### src/rtl/wdsc_pkg.sv
// Shared constants and types for the watchdog synchronisation and control block
package wdsc_pkg;

    // ------------------------------------------------------------------
    // Bus geometry
    // ------------------------------------------------------------------
    localparam int WDSC_ADDR_W = 4;
    localparam int WDSC_DATA_W = 32;
    localparam int WDSC_LANES = 4;
    localparam int WDSC_BYTE_W = 8;

    // ------------------------------------------------------------------
    // Register byte offsets
    // ------------------------------------------------------------------
    localparam logic [3:0] OFF_CONTROL = 4'h0;
    localparam logic [3:0] OFF_TIMING = 4'h1;
    localparam logic [3:0] OFF_WARN = 4'h2;
    localparam logic [3:0] OFF_IRQ_OFF = 4'h4;
    localparam logic [3:0] OFF_IRQ_ON = 4'h5;
    localparam logic [3:0] OFF_PENDING = 4'h6;
    localparam logic [3:0] OFF_STATE = 4'h7;
    localparam logic [3:0] OFF_KEY = 4'h8;

    // ------------------------------------------------------------------
    // Field positions
    // ------------------------------------------------------------------
    localparam int CTRL_LOCK_BIT = 7;
    localparam int CTRL_WIN_BIT = 2;
    localparam int CTRL_EN_BIT = 1;
    localparam int CLOSED_LSB = 4;
    localparam int OPEN_LSB = 0;
    localparam int WARN_LSB = 0;
    localparam int CODE_W = 4;
    localparam int FLAG_WARN_BIT = 0;
    localparam int FLAG_SYNC_BIT = 1;
    localparam int FLAG_W = 2;
    localparam int STATE_BUSY_BIT = 7;

    // ------------------------------------------------------------------
    // Values and reset values
    // ------------------------------------------------------------------
    localparam logic [7:0] RESTART_KEY = 8'ha5;
    localparam logic [3:0] CODE_MAX = 4'hb;
    localparam int SPAN_BASE_LOG2 = 3;
    localparam int SPAN_W_MIN = 15;
    localparam logic [1:0] RST_FLAGS = 2'h0;
    localparam logic [3:0] RST_CODE = 4'h0;

    // Configuration as held in the nonvolatile user row
    typedef struct packed {
        logic lock;
        logic win;
        logic en;
        logic [3:0] closed;
        logic [3:0] open;
        logic [3:0] warn;
    } wdsc_cfg_t;

    // Word carried from the register side to the counting side
    typedef struct packed {
        logic lock;
        logic win;
        logic en;
        logic kick;
        logic bad_key;
    } wdsc_sync_t;

endpackage

### src/rtl/wdsc_engine.sv
// Watchdog counting engine on count clock ticks, loaded by request and acknowledge
`timescale 1ns/1ps
module wdsc_engine #(
    parameter int SPAN_W = 15
) (
    input wire logic clk_i, // System clock
    input wire logic srst_i, // Power-on reset, synchronous
    input wire logic tick_i, // Count clock edge marker
    input wire logic req_i, // Sync request level
    input wire wdsc_pkg::wdsc_sync_t pkt_i, // Sync word, stable while req_i
    input wire logic [3:0] closed_i, // Closed window code
    input wire logic [3:0] open_i, // Open window or period code
    input wire logic [3:0] warn_i, // Early warning offset code
    output logic ack_o, // Sync acknowledge pulse
    output logic warn_o, // Early warning event pulse
    output logic fault_o, // System reset request, held
    output logic running_o // Counter running
);
    import wdsc_pkg::*;

    typedef enum logic [1:0] {ENG_IDLE, ENG_CLOSED, ENG_OPEN} wdsc_eng_t;

    wdsc_eng_t state_reg;
    logic [SPAN_W-1:0] count_reg;
    logic [SPAN_W-1:0] count_next;
    logic win_reg;
    logic ack_reg;
    logic warn_reg;
    logic fault_reg;
    logic apply;

    generate
        if (SPAN_W < SPAN_W_MIN) begin : g_bad_width
            $error("wdsc_engine: SPAN_W too small for the longest span");
        end
    endgenerate

    // Span length for a code; reserved codes act as the longest span
    function automatic logic [SPAN_W-1:0] span_len(input logic [3:0] code);
        logic [3:0] c;
        c = (code > CODE_MAX) ? CODE_MAX : code;
        span_len = SPAN_W'(1) << (c + 4'(SPAN_BASE_LOG2));
    endfunction

    assign apply = tick_i & req_i & ~ack_reg;
    assign count_next = count_reg + SPAN_W'(1);

    // Acknowledge once per request, on a count edge
    always_ff @(posedge clk_i) begin
        if (srst_i) begin
            ack_reg <= 1'b0;
        end else begin
            ack_reg <= apply;
        end
    end

    // Phase and counter; a fault stops the engine until power-on reset
    always_ff @(posedge clk_i) begin
        if (srst_i) begin
            state_reg <= ENG_IDLE;
            count_reg <= '0;
            win_reg <= 1'b0;
            warn_reg <= 1'b0;
            fault_reg <= 1'b0;
        end else begin
            warn_reg <= 1'b0;
            if (fault_reg) begin
                state_reg <= ENG_IDLE;
            end else if (apply) begin
                win_reg <= pkt_i.win;
                count_reg <= '0;
                if (pkt_i.bad_key) begin
                    fault_reg <= 1'b1;
                end else if (pkt_i.kick && state_reg == ENG_CLOSED) begin
                    fault_reg <= 1'b1;
                end else if (pkt_i.kick && state_reg == ENG_IDLE) begin
                    state_reg <= ENG_IDLE;
                end else if (pkt_i.en || pkt_i.lock) begin
                    // Lock keeps the engine running whatever the enable says
                    state_reg <= pkt_i.win ? ENG_CLOSED : ENG_OPEN;
                end else begin
                    state_reg <= ENG_IDLE;
                end
            end else if (tick_i) begin
                case (state_reg)
                    ENG_CLOSED: begin
                        count_reg <= count_next;
                        if (count_next >= span_len(closed_i)) begin
                            state_reg <= ENG_OPEN;
                            count_reg <= '0;
                            warn_reg <= 1'b1;
                        end
                    end
                    ENG_OPEN: begin
                        count_reg <= count_next;
                        if (!win_reg && count_next == span_len(warn_i)) begin
                            warn_reg <= 1'b1;
                        end
                        if (count_next >= span_len(open_i)) begin
                            fault_reg <= 1'b1;
                        end
                    end
                    ENG_IDLE: begin
                        count_reg <= '0;
                    end
                    default: begin
                        state_reg <= ENG_IDLE;
                    end
                endcase
            end
        end
    end

    assign ack_o = ack_reg;
    assign warn_o = warn_reg;
    assign fault_o = fault_reg;
    assign running_o = (state_reg != ENG_IDLE);

endmodule

### src/rtl/wdsc_top.sv
// Register side of the watchdog: bus slave, lock and enable rules, sync handshake
`timescale 1ns/1ps

// Overview of operation
// - Starting a synchronising operation sets sync_in_progress; finishing it clears it.
// - A sync_done_flag in the pending register marks each finished synchronisation.
// - A synchronising write while busy stalls the bus until it can be taken.
// - Control and restart key writes are synchronised; other registers are not.
// - 8, 16 and 32 bit accesses and byte or half parts are accepted.
// - Write-protected registers ignore writes while the write guard is active.
// - Enable-protected fields take writes only while the watchdog is disabled.
// - Writing one sets lock_running; zero does nothing; only power-on reset clears.
// - With lock_running set the watchdog runs regardless of the enable bit.
// - With lock_running set, control and setup registers ignore writes but window_select.
// - Control bits 6 to 3 and bit 0 always read zero.
// - window_select takes writes only when enable is zero or lock_running is one.
// - window_select zero means normal mode, one means window mode.
// - Enable is writable only while lock_running is zero; one enables.
// - Written enable reads back at once; the effect follows the synchronisation.
// - Lock, window and enable bits load from the nonvolatile row at startup.
// - closed_span_code gives 8 cycles doubling to 16384; codes above 0xB reserved.
// - Both span codes load from the nonvolatile row at startup.
// - open_span_code sets the period, or the open window in window mode.
// - Key 0xA5 restarts the period; any other value forces a system reset.
// - A restart inside the closed window forces a system reset.
// - In normal mode an expired period forces a system reset.
module wdsc_top #(
    parameter int SPAN_W = 15
) (
    input wire logic clk_i, // System clock, 125 MHz
    input wire logic srst_i, // Power-on reset, synchronous
    input wire logic bus_req_i, // Access request
    input wire logic bus_we_i, // 1 write, 0 read
    input wire logic [wdsc_pkg::WDSC_ADDR_W-1:0] bus_addr_i, // Byte address
    input wire logic [wdsc_pkg::WDSC_LANES-1:0] bus_be_i, // Byte enables
    input wire logic [wdsc_pkg::WDSC_DATA_W-1:0] bus_wdata_i, // Write data
    output logic bus_ready_o, // Access taken this cycle
    output logic bus_rvalid_o, // Read data valid pulse
    output logic [wdsc_pkg::WDSC_DATA_W-1:0] bus_rdata_o, // Read data
    input wire logic count_tick_i, // Count clock edge marker
    input wire logic write_guard_i, // Write guard protection active
    input wire wdsc_pkg::wdsc_cfg_t nvm_cfg_i, // User row configuration
    output logic irq_o, // Interrupt request
    output logic sys_reset_o, // System reset request, held
    output logic running_o // Watchdog counter running
);
    import wdsc_pkg::*;

    // ------------------------------------------------------------------
    // Declarations
    // ------------------------------------------------------------------
    logic lock_reg;
    logic win_reg;
    logic en_reg;
    logic [3:0] closed_reg;
    logic [3:0] open_reg;
    logic [3:0] warn_code_reg;
    logic [FLAG_W-1:0] irq_en_reg;
    logic [FLAG_W-1:0] flags_reg;
    logic [FLAG_W-1:0] flags_next;
    logic busy_reg;
    logic req_reg;
    wdsc_sync_t pkt_reg;
    logic load_reg;
    logic [WDSC_DATA_W-1:0] rdata_reg;
    logic rvalid_reg;
    logic [WDSC_DATA_W-1:0] rword;
    logic take;
    logic wr;
    logic rd;
    logic w_ctrl;
    logic w_timing;
    logic w_warn;
    logic w_irq_off;
    logic w_irq_on;
    logic w_pending;
    logic w_key;
    logic sync_touch;
    logic sync_start;
    logic [7:0] d_ctrl;
    logic [7:0] d_key;
    logic ack;
    logic warn_evt;

    // ------------------------------------------------------------------
    // Decode helpers
    // ------------------------------------------------------------------

    // Byte lane of a register is hit when its word is addressed and its lane enabled
    function automatic logic lane_hit(input logic [WDSC_ADDR_W-1:0] addr,
                                      input logic [WDSC_LANES-1:0] be,
                                      input logic [3:0] off);
        lane_hit = (addr[WDSC_ADDR_W-1:2] == off[3:2]) && be[off[1:0]];
    endfunction

    // Data byte for a register offset within the bus word
    function automatic logic [7:0] lane_byte(input logic [WDSC_DATA_W-1:0] data,
                                             input logic [3:0] off);
        lane_byte = data[off[1:0]*WDSC_BYTE_W +: WDSC_BYTE_W];
    endfunction

    // ------------------------------------------------------------------
    // Bus handshake
    // ------------------------------------------------------------------

    // Besides the startup load cycle, only a write that must cross to the counting side can stall; reads stall only during that load
    assign sync_touch = bus_we_i && (lane_hit(bus_addr_i, bus_be_i, OFF_CONTROL)
                        || (lane_hit(bus_addr_i, bus_be_i, OFF_KEY) && !write_guard_i));
    // Held off while the user row loads, so nothing races the startup values
    assign bus_ready_o = !load_reg && !(sync_touch && busy_reg);
    assign take = bus_req_i && bus_ready_o;
    assign wr = take && bus_we_i;
    assign rd = take && !bus_we_i;

    // Per-register write strobes
    assign w_ctrl = wr && lane_hit(bus_addr_i, bus_be_i, OFF_CONTROL);
    assign w_timing = wr && lane_hit(bus_addr_i, bus_be_i, OFF_TIMING);
    assign w_warn = wr && lane_hit(bus_addr_i, bus_be_i, OFF_WARN);
    assign w_irq_off = wr && lane_hit(bus_addr_i, bus_be_i, OFF_IRQ_OFF);
    assign w_irq_on = wr && lane_hit(bus_addr_i, bus_be_i, OFF_IRQ_ON);
    assign w_pending = wr && lane_hit(bus_addr_i, bus_be_i, OFF_PENDING);
    assign w_key = wr && lane_hit(bus_addr_i, bus_be_i, OFF_KEY) && !write_guard_i;
    assign d_ctrl = lane_byte(bus_wdata_i, OFF_CONTROL);
    assign d_key = lane_byte(bus_wdata_i, OFF_KEY);

    // Control and key writes both start a crossing; they sit in different words
    assign sync_start = w_ctrl || w_key;

    // ------------------------------------------------------------------
    // Startup load
    // ------------------------------------------------------------------

    // One cycle after reset release the user row is copied in and pushed across
    always_ff @(posedge clk_i) begin
        if (srst_i) begin
            load_reg <= 1'b1;
        end else begin
            load_reg <= 1'b0;
        end
    end

    // ------------------------------------------------------------------
    // Control register
    // ------------------------------------------------------------------

    // Lock is sticky: writes of zero and every write after it is set are ignored
    always_ff @(posedge clk_i) begin
        if (srst_i) begin
            lock_reg <= 1'b0;
        end else if (load_reg) begin
            lock_reg <= nvm_cfg_i.lock;
        end else if (w_ctrl && d_ctrl[CTRL_LOCK_BIT]) begin
            lock_reg <= 1'b1;
        end
    end

    // Enable reads back as written, before the counting side has acted on it
    always_ff @(posedge clk_i) begin
        if (srst_i) begin
            en_reg <= 1'b0;
        end else if (load_reg) begin
            en_reg <= nvm_cfg_i.en;
        end else if (w_ctrl && !lock_reg) begin
            en_reg <= d_ctrl[CTRL_EN_BIT];
        end
    end

    // Window select is enable-protected unless locked; locked it stays writable
    always_ff @(posedge clk_i) begin
        if (srst_i) begin
            win_reg <= 1'b0;
        end else if (load_reg) begin
            win_reg <= nvm_cfg_i.win;
        end else if (w_ctrl && (!en_reg || lock_reg)) begin
            win_reg <= d_ctrl[CTRL_WIN_BIT];
        end
    end

    // ------------------------------------------------------------------
    // Timing and early warning setup
    // ------------------------------------------------------------------

    // Span codes are read live by the engine, so no crossing is needed here
    always_ff @(posedge clk_i) begin
        if (srst_i) begin
            closed_reg <= RST_CODE;
            open_reg <= RST_CODE;
        end else if (load_reg) begin
            closed_reg <= nvm_cfg_i.closed;
            open_reg <= nvm_cfg_i.open;
        end else if (w_timing && !lock_reg) begin
            closed_reg <= CODE_W'(lane_byte(bus_wdata_i, OFF_TIMING) >> CLOSED_LSB);
            open_reg <= CODE_W'(lane_byte(bus_wdata_i, OFF_TIMING) >> OPEN_LSB);
        end
    end

    // Early warning offset is write-protected and frozen by the lock
    always_ff @(posedge clk_i) begin
        if (srst_i) begin
            warn_code_reg <= RST_CODE;
        end else if (load_reg) begin
            warn_code_reg <= nvm_cfg_i.warn;
        end else if (w_warn && !lock_reg && !write_guard_i) begin
            warn_code_reg <= CODE_W'(lane_byte(bus_wdata_i, OFF_WARN) >> WARN_LSB);
        end
    end

    // ------------------------------------------------------------------
    // Interrupt enables and pending flags
    // ------------------------------------------------------------------

    // Set and clear views of one enable; clear wins if both hit in one access
    always_ff @(posedge clk_i) begin
        if (srst_i) begin
            irq_en_reg <= RST_FLAGS;
        end else if (!write_guard_i) begin
            if (w_irq_on) begin
                irq_en_reg <= irq_en_reg | FLAG_W'(lane_byte(bus_wdata_i, OFF_IRQ_ON));
            end
            if (w_irq_off) begin
                irq_en_reg <= (irq_en_reg
                    | (w_irq_on ? FLAG_W'(lane_byte(bus_wdata_i, OFF_IRQ_ON)) : RST_FLAGS))
                    & ~FLAG_W'(lane_byte(bus_wdata_i, OFF_IRQ_OFF));
            end
        end
    end

    // A new event beats a software clear in the same cycle, so none is lost
    always_comb begin
        flags_next = flags_reg;
        if (w_pending) begin
            flags_next = flags_next & ~FLAG_W'(lane_byte(bus_wdata_i, OFF_PENDING));
        end
        if (warn_evt) begin
            flags_next[FLAG_WARN_BIT] = 1'b1;
        end
        if (ack) begin
            flags_next[FLAG_SYNC_BIT] = 1'b1;
        end
    end

    always_ff @(posedge clk_i) begin
        if (srst_i) begin
            flags_reg <= RST_FLAGS;
        end else begin
            flags_reg <= flags_next;
        end
    end

    assign irq_o = |(flags_reg & irq_en_reg);

    // ------------------------------------------------------------------
    // Crossing to the counting side
    // ------------------------------------------------------------------

    // Busy rises with the accepted write and falls with the acknowledge
    always_ff @(posedge clk_i) begin
        if (srst_i) begin
            busy_reg <= 1'b0;
            req_reg <= 1'b0;
        end else if (load_reg || sync_start) begin
            busy_reg <= 1'b1;
            req_reg <= 1'b1;
        end else if (ack) begin
            busy_reg <= 1'b0;
            req_reg <= 1'b0;
        end
    end

    // Word stays stable for the whole request; a stalled write cannot disturb it
    always_ff @(posedge clk_i) begin
        if (srst_i) begin
            pkt_reg <= '0;
        end else if (load_reg) begin
            pkt_reg <= '{lock: nvm_cfg_i.lock, win: nvm_cfg_i.win, en: nvm_cfg_i.en,
                         kick: 1'b0, bad_key: 1'b0};
        end else if (w_ctrl) begin
            pkt_reg.lock <= lock_reg | d_ctrl[CTRL_LOCK_BIT];
            pkt_reg.win <= (!en_reg || lock_reg) ? d_ctrl[CTRL_WIN_BIT] : win_reg;
            pkt_reg.en <= lock_reg ? en_reg : d_ctrl[CTRL_EN_BIT];
            pkt_reg.kick <= 1'b0;
            pkt_reg.bad_key <= 1'b0;
        end else if (w_key) begin
            pkt_reg.kick <= (d_key == RESTART_KEY);
            pkt_reg.bad_key <= (d_key != RESTART_KEY);
        end
    end

    wdsc_engine #(
        .SPAN_W(SPAN_W)
    ) u_engine (
        .clk_i(clk_i),
        .srst_i(srst_i),
        .tick_i(count_tick_i),
        .req_i(req_reg),
        .pkt_i(pkt_reg),
        .closed_i(closed_reg),
        .open_i(open_reg),
        .warn_i(warn_code_reg),
        .ack_o(ack),
        .warn_o(warn_evt),
        .fault_o(sys_reset_o),
        .running_o(running_o)
    );

    // ------------------------------------------------------------------
    // Read path
    // ------------------------------------------------------------------

    // Unmapped words and the key register read zero; reserved bits read zero
    always_comb begin
        rword = '0;
        case (bus_addr_i[WDSC_ADDR_W-1:2])
            OFF_CONTROL[3:2]: begin
                rword[OFF_CONTROL[1:0]*WDSC_BYTE_W +: WDSC_BYTE_W] =
                    {lock_reg, 4'h0, win_reg, en_reg, 1'b0};
                rword[OFF_TIMING[1:0]*WDSC_BYTE_W +: WDSC_BYTE_W] = {closed_reg, open_reg};
                rword[OFF_WARN[1:0]*WDSC_BYTE_W +: WDSC_BYTE_W] = {4'h0, warn_code_reg};
            end
            OFF_IRQ_OFF[3:2]: begin
                rword[OFF_IRQ_OFF[1:0]*WDSC_BYTE_W +: WDSC_BYTE_W] = {6'h00, irq_en_reg};
                rword[OFF_IRQ_ON[1:0]*WDSC_BYTE_W +: WDSC_BYTE_W] = {6'h00, irq_en_reg};
                rword[OFF_PENDING[1:0]*WDSC_BYTE_W +: WDSC_BYTE_W] = {6'h00, flags_reg};
                rword[OFF_STATE[1:0]*WDSC_BYTE_W + STATE_BUSY_BIT] = busy_reg;
            end
            default: begin
                rword = '0;
            end
        endcase
    end

    // Data is registered and lanes not enabled are masked to zero
    always_ff @(posedge clk_i) begin
        if (srst_i) begin
            rdata_reg <= '0;
            rvalid_reg <= 1'b0;
        end else begin
            rvalid_reg <= rd;
            if (rd) begin
                for (int i = 0; i < WDSC_LANES; i++) begin
                    rdata_reg[i*WDSC_BYTE_W +: WDSC_BYTE_W] <=
                        bus_be_i[i] ? rword[i*WDSC_BYTE_W +: WDSC_BYTE_W] : 8'h00;
                end
            end
        end
    end

    assign bus_rdata_o = rdata_reg;
    assign bus_rvalid_o = rvalid_reg;

endmodule

### config.mk
export PLATFORM = sky130hd
export DESIGN_NAME = wdsc_top
export DESIGN_NICKNAME = d
export VERILOG_FILES = /design/src/rtl/wdsc_pkg.sv /design/src/rtl/wdsc_engine.sv /design/src/rtl/wdsc_top.sv
export SDC_FILE = /design/constraint.sdc
export NUM_CORES = 1
export LEC_CHECK = 0
export BUFFER_PORTS_ARGS = -buffer_cell sky130_fd_sc_hd__buf_2
export CORE_MARGIN = 4
export CORE_UTILIZATION = 51
export DETAILED_ROUTE_END_ITERATION = 8
export GPL_TIMING_DRIVEN = 0
export PLACE_DENSITY = 0.81
export SLEW_MARGIN = 10
export SYNTH_ARGS = -nofsm -noshare
export SYNTH_HDL_FRONTEND = slang
export SYNTH_SLANG_ARGS = --single-unit
export TNS_END_PERCENT = 5
### constraint.sdc
create_clock -name clk_i -period 3.7 [get_ports clk_i]
set_clock_uncertainty 0.1 [all_clocks]
set_input_delay 1.11 -clock clk_i [delete_from_list [all_inputs] [get_ports clk_i]]
set_output_delay 1.11 -clock clk_i [all_outputs]
set_load 0.05 [all_outputs]
Yosys cells after proc, flatten, opt, wreduce, memory -nomap -nowiden
Cells that the tools add are included.

word-level totals
  register bits after elaboration = 80
  bits in latches = 0
  memory bits (writable) = 0
  ROM bits = 0
  input port bits = 61
  memories kept = 0

operators by class
  add/sub/neg operators = 4
  $mul = 0
  div/mod/pow operators = 0
  magnitude comparators = 5
  equal/unequal tests = 11
  shift-type cells = 3
  multiplexer cells = 59
  bitwise operators = 14
  reduce and logical (&&, ||, !) cells = 67

operator list
  kind                     count
  $mux W15                 3
  $pmux W15 S3             1
  $shl A1 B4 Y15 const A   3
  $pmux W20 S2             1
  $mux W4                  9
  $mux W8                  4
  $logic_and A1 B1 Y1      31
  $ge A15 B15 Y1           2
  $mux W2                  14
  $reduce_bool A2 Y1       12
  $mux W1                  23
  $add A15 B1 Y15 const B  1
  $eq A15 B15 Y1           1
  $add A4 B2 Y4 const B    3
  $gt A4 B4 Y1 const B     3
  $eq A8 B8 Y1 const B     1
  $ne A8 B8 Y1 const B     1
  $logic_not A1 Y1         7
  $and A2 B2 Y2            3
  $reduce_or A2 Y1         3
  $logic_or A1 B1 Y1       5
  $mux W5                  1
  $reduce_and A5 Y1        1
  $eq A2 B1 Y1 const B     2
  other kinds (18)         28

Logic depth before layout (Yosys ltp)
  depth after elaboration = 15
  depth in mapped cells = 14
  gate-level depth less buffers = 13

By module
A second synthesis with hierarchy kept.

second synthesis, totals
  cell total of the unflattened synthesis = 557
  area total of the unflattened synthesis = 4585.6 sq um

modules (own cells, without submodules)
  module       instances  cells an instance  area an instance (sq um)  seq. area each (sq um)
  wdsc_engine  1          309                2361.0                    420.4
  wdsc_top     1          248                2224.6                    880.8

Least setup slack after synthesis
No wires, ideal clock.

  path type = input -> output
  start = in bus_addr_i[3] in the netlist's numbering
  end = out bus_ready_o
  arrival = 2254 ps
  required time = 2490 ps
  slack = 236 ps
  cell stages on the path = 5
  path buffers = 1
  cells stage by stage = clkbuf_2 nand2_1 nand3_2 inv_1 a21oi_1

between the ends
  cells in the longest elaborated chain, start to end = 8

RTL lines
  element                  RTL line         source
  from (decl)              wdsc_top.sv:34   input wire logic [wdsc_pkg::WDSC_ADDR_W-1:0] bus_addr_i,
  $eq A2 B2 Y1             wdsc_top.sv:93   lane_hit = (addr[WDSC_ADDR_W-1:2] == off[3:2]) && be[off[1:0]];
  $logic_and A1 B1 Y1      wdsc_top.sv:93
  $logic_and A1 B1 Y1      wdsc_top.sv:108  || (lane_hit(bus_addr_i, bus_be_i, OFF_KEY) && !write_guard_i));
  $logic_or A1 B1 Y1 (*)   wdsc_top.sv:108
  $logic_and A1 B1 Y1 (*)  wdsc_top.sv:107  assign sync_touch = bus_we_i && (lane_hit(bus_addr_i, bus_be_i, OFF_CONTROL)
  $logic_and A1 B1 Y1 (*)  wdsc_top.sv:110  assign bus_ready_o = !load_reg && !(sync_touch && busy_reg);
  $logic_not A1 Y1 (*)     wdsc_top.sv:110
  $logic_and A1 B1 Y1 (*)  wdsc_top.sv:110
  to (decl)                wdsc_top.sv:37   output logic bus_ready_o,

Every way passes the cells marked *; elsewhere a longest branch is shown, timed or not.

Final worst setup path
  start = reg u_engine.count_reg[0]
  end = reg u_engine.count_reg[13]

between the ends
  cells in the longest elaborated chain, start to end = 6

RTL lines
  element                 RTL line           source
  from (decl)             wdsc_engine.sv:24  logic [SPAN_W-1:0] count_reg;
  from (signal assigned)  wdsc_engine.sv:87  count_reg <= count_next;
  from (signal assigned)  wdsc_engine.sv:95  count_reg <= count_next;
  $add A15 B1 Y15 (*)     wdsc_engine.sv:46  assign count_next = count_reg + SPAN_W'(1);
  $ge A15 B15 Y1          wdsc_engine.sv:88  if (count_next >= span_len(closed_i)) begin
  $mux W15                wdsc_engine.sv:88
  $pmux W15 S3 (*)        wdsc_engine.sv:85  case (state_reg)
  $mux W15 (*)            wdsc_engine.sv:84  end else if (tick_i) begin
  $mux W15 (*)            wdsc_engine.sv:69  end else if (apply) begin

Every way passes the cells marked *; elsewhere a longest branch is shown, timed or not. The select of a mux whose other input is x is not followed.
A chain may end at the register's enable or synchronous reset.

==> metrics.txt <==
CP max stage delay=0.44 ns; Total Wirelength=12300 um; register area=1300 um^2; final worst path period share=96.2%; Synth async-reset ratio=0%; Max Cap Viol=0; Final Slew Violations=0; first-pass GRT wire length=19600 um; Fill cells=733; multi-input logic area=2900 um^2; row cnt=33; #FFs+latches synth=65; Post-Layout Cell Count=771; Max FO, Critical Path=10; Tot GR Track Use=24.0%; drt pass-1 iters=5; CTS tree=built; pin count of the biggest net entering global routing=14; synth top area cells=dfxtp_1, ha_1, nand2_1; Critical Path RT=3.88 ns; initial antenna violation count=0; Pwr per Cell Area=313 nW/um^2; Hold Vio Cnt, Final=0; grt ovf=0; critical path launch point type=flop; CTS buffer count=9; I/O Buffers=67; Syn Area/Cell=7.90 um^2; Max H-tree Level=3; crit path capture type=flop; Ant. Diodes=0; Lkg Pwr=2.37 nW; HPWL Detailed=9530 um; Worst Tran Pin Value=0.773 ns; Fmax achieved=281 MHz; worst path cell trace=ha_1, and3_1, nand3_1, xor2_2, inv_1, ha_1, o21a_1, o21ai_0, a21oi_1, a221o_1, a211oi_4, nor2_2, buf_6, o211ai_2; status=completed; critical path type=reg2reg; leading cell types by count after synthesis=nand2_1, dfxtp_1, nor2_1; Post-Synthesis Cell Area=4430 um^2; Die X=101 um; die area=10200 um^2; Final min period=3.56 ns; Main synth FF type=dfxtp_1; Final Power=1.63 mW; Starting Density=53.1%; count leader, synth=nand2_1; WL per Instance=16.0 um; chip height=101 um; Buf/Inv on CP=2; vias in the first global route=4109; CTS sink cnt=65; Initial DRC Count=273; Post-synth EDFFs=0; GP Congestion=0.930; HP Class=reg2reg; leading area contributor after synthesis=dfxtp_1; maximum clock path buffer count=2; ANT nets after route=0; final-stage net count=756; Root Buffer=clkbuf_8; Seq/Total Area, Yosys=29.4%; clk_lat worst skew=0.35 ns; vias post-DR=4426; Syn-to-layout area delta=17.7%; CP arrival=3.73 ns; cts hold-fix bufs=0; placed insts=751; Synthesis Warnings=0; core area=8340 um^2; most used cell, CP=ha_1; largest vdd supply drop=250 uV; clock-pin slew on the worst setup and hold paths=0.08 ns; cells after synthesis=560; max FFs per register=17; Rel. slew slack=48.0%; final setup fails=0; CP max-delay cell=dfxtp_2; Crit path max-delay family=compound AO/OA/AOI/OAI gates; # DRC=0; post-synth top area share=29.4%; layout cell share with drive strength beyond 1=20.7%; Cell variety after synth=71; Via density=5.74; I/O pin count=98; R2R setup slack=0.14 ns
==> cell type report <==
type / instances / area share (%)
buffer: 40 / 4.37
multi-input combinational: 452 / 55.6
sequential: 65 / 25.0
tap: 105 / 2.52
timing repair buffer: 71 / 7.01
clock inverter: 7 / 1.49
clock buffer: 9 / 2.38
inverter: 22 / 1.59
==> tightest hold or removal path: cells and delay by family, from the launching register on <==
family / cells / cell delay [ns]
AOI/OAI and AO/OA: 1 / 0.04
and+or+nand+nor: 1 / 0.08
DFF: 1 / 0.33
==> logic make-up (layout without fill, tap and decap cells) <==
logic type	count (synthesis)	count (layout)	share of synthesized area [%]
xor+xnor	14	14	2.94
flops	65	65	29.4
fa+ha+maj	34	34	9.61
other cells	2	21	0.170
compound gates	126	126	19.8
mux	19	19	4.69
simple gates	238	238	26.3
buf+inv	62	149	7.01
==> through the flow <==
step                      util, %  setup TNS (ns)  worst slack (ns)  hold WS [ns]  cell area, um^2
final                        62.5               0             0.141         0.387             5210
after CTS                    62.0               0           0.00144         0.389             5170
after detailed placement     59.5           -2.14            -0.216         0.330             4960
after global placement       59.5          -0.268           -0.0467         0.339             4960
after global routing         62.5          -0.186           -0.0517         0.408             5210
after floorplan                 -               0             0.236         0.313             4500
==> timing repair <==
item | CTS | global route
buffers inserted | 0 | 4
endpoints found under the setup margin | 18 | 17
pin swaps | 0 | 2
resized for setup | 2 | 1
==> where the power goes <==
part | switching [mW] | internal [mW]
logic | 0.166 | 0.0916
clock network | 0.321 | 0.318
registers | 0.0195 | 0.716
total | 0.506 | 1.13
==> placed cells by master (no fill, tap or decap), types with 19 or more instances in the layout <==
cell,instances
a21oi_1,32
buf_2,71
buf_4,21
conb_1,21
dfxtp_1,64
ha_1,34
inv_1,22
nand2_1,78
nor2_1,53
nor3_1,20
o21ai_0,19
==> layer usage <==
| metal | track usage, % | routed length [um] | up-vias |
|---|---|---|---|
| li1 | - | - | 2162 |
| met1 | 31.3 | 5390 | 2061 |
| met2 | 39.4 | 5820 | 178 |
| met3 | 4.96 | 892 | 25 |
| met4 | 8.69 | 249 | 0 |
| met5 | 0 | 0 | - |
==> worst paths after layout <==
kind / start / to / cells past startpoint
setup / recovery: u_engine.count_reg[0] / u_engine.count_reg[13] / 14
hold / removal: u_engine.warn_o / flags_reg[0] / 2
setup reg to reg: u_engine.count_reg[0] / u_engine.count_reg[13] / 14
hold reg to reg: u_engine.warn_o / flags_reg[0] / 2
No activity file was read; power rests on OpenSTA's default activity.
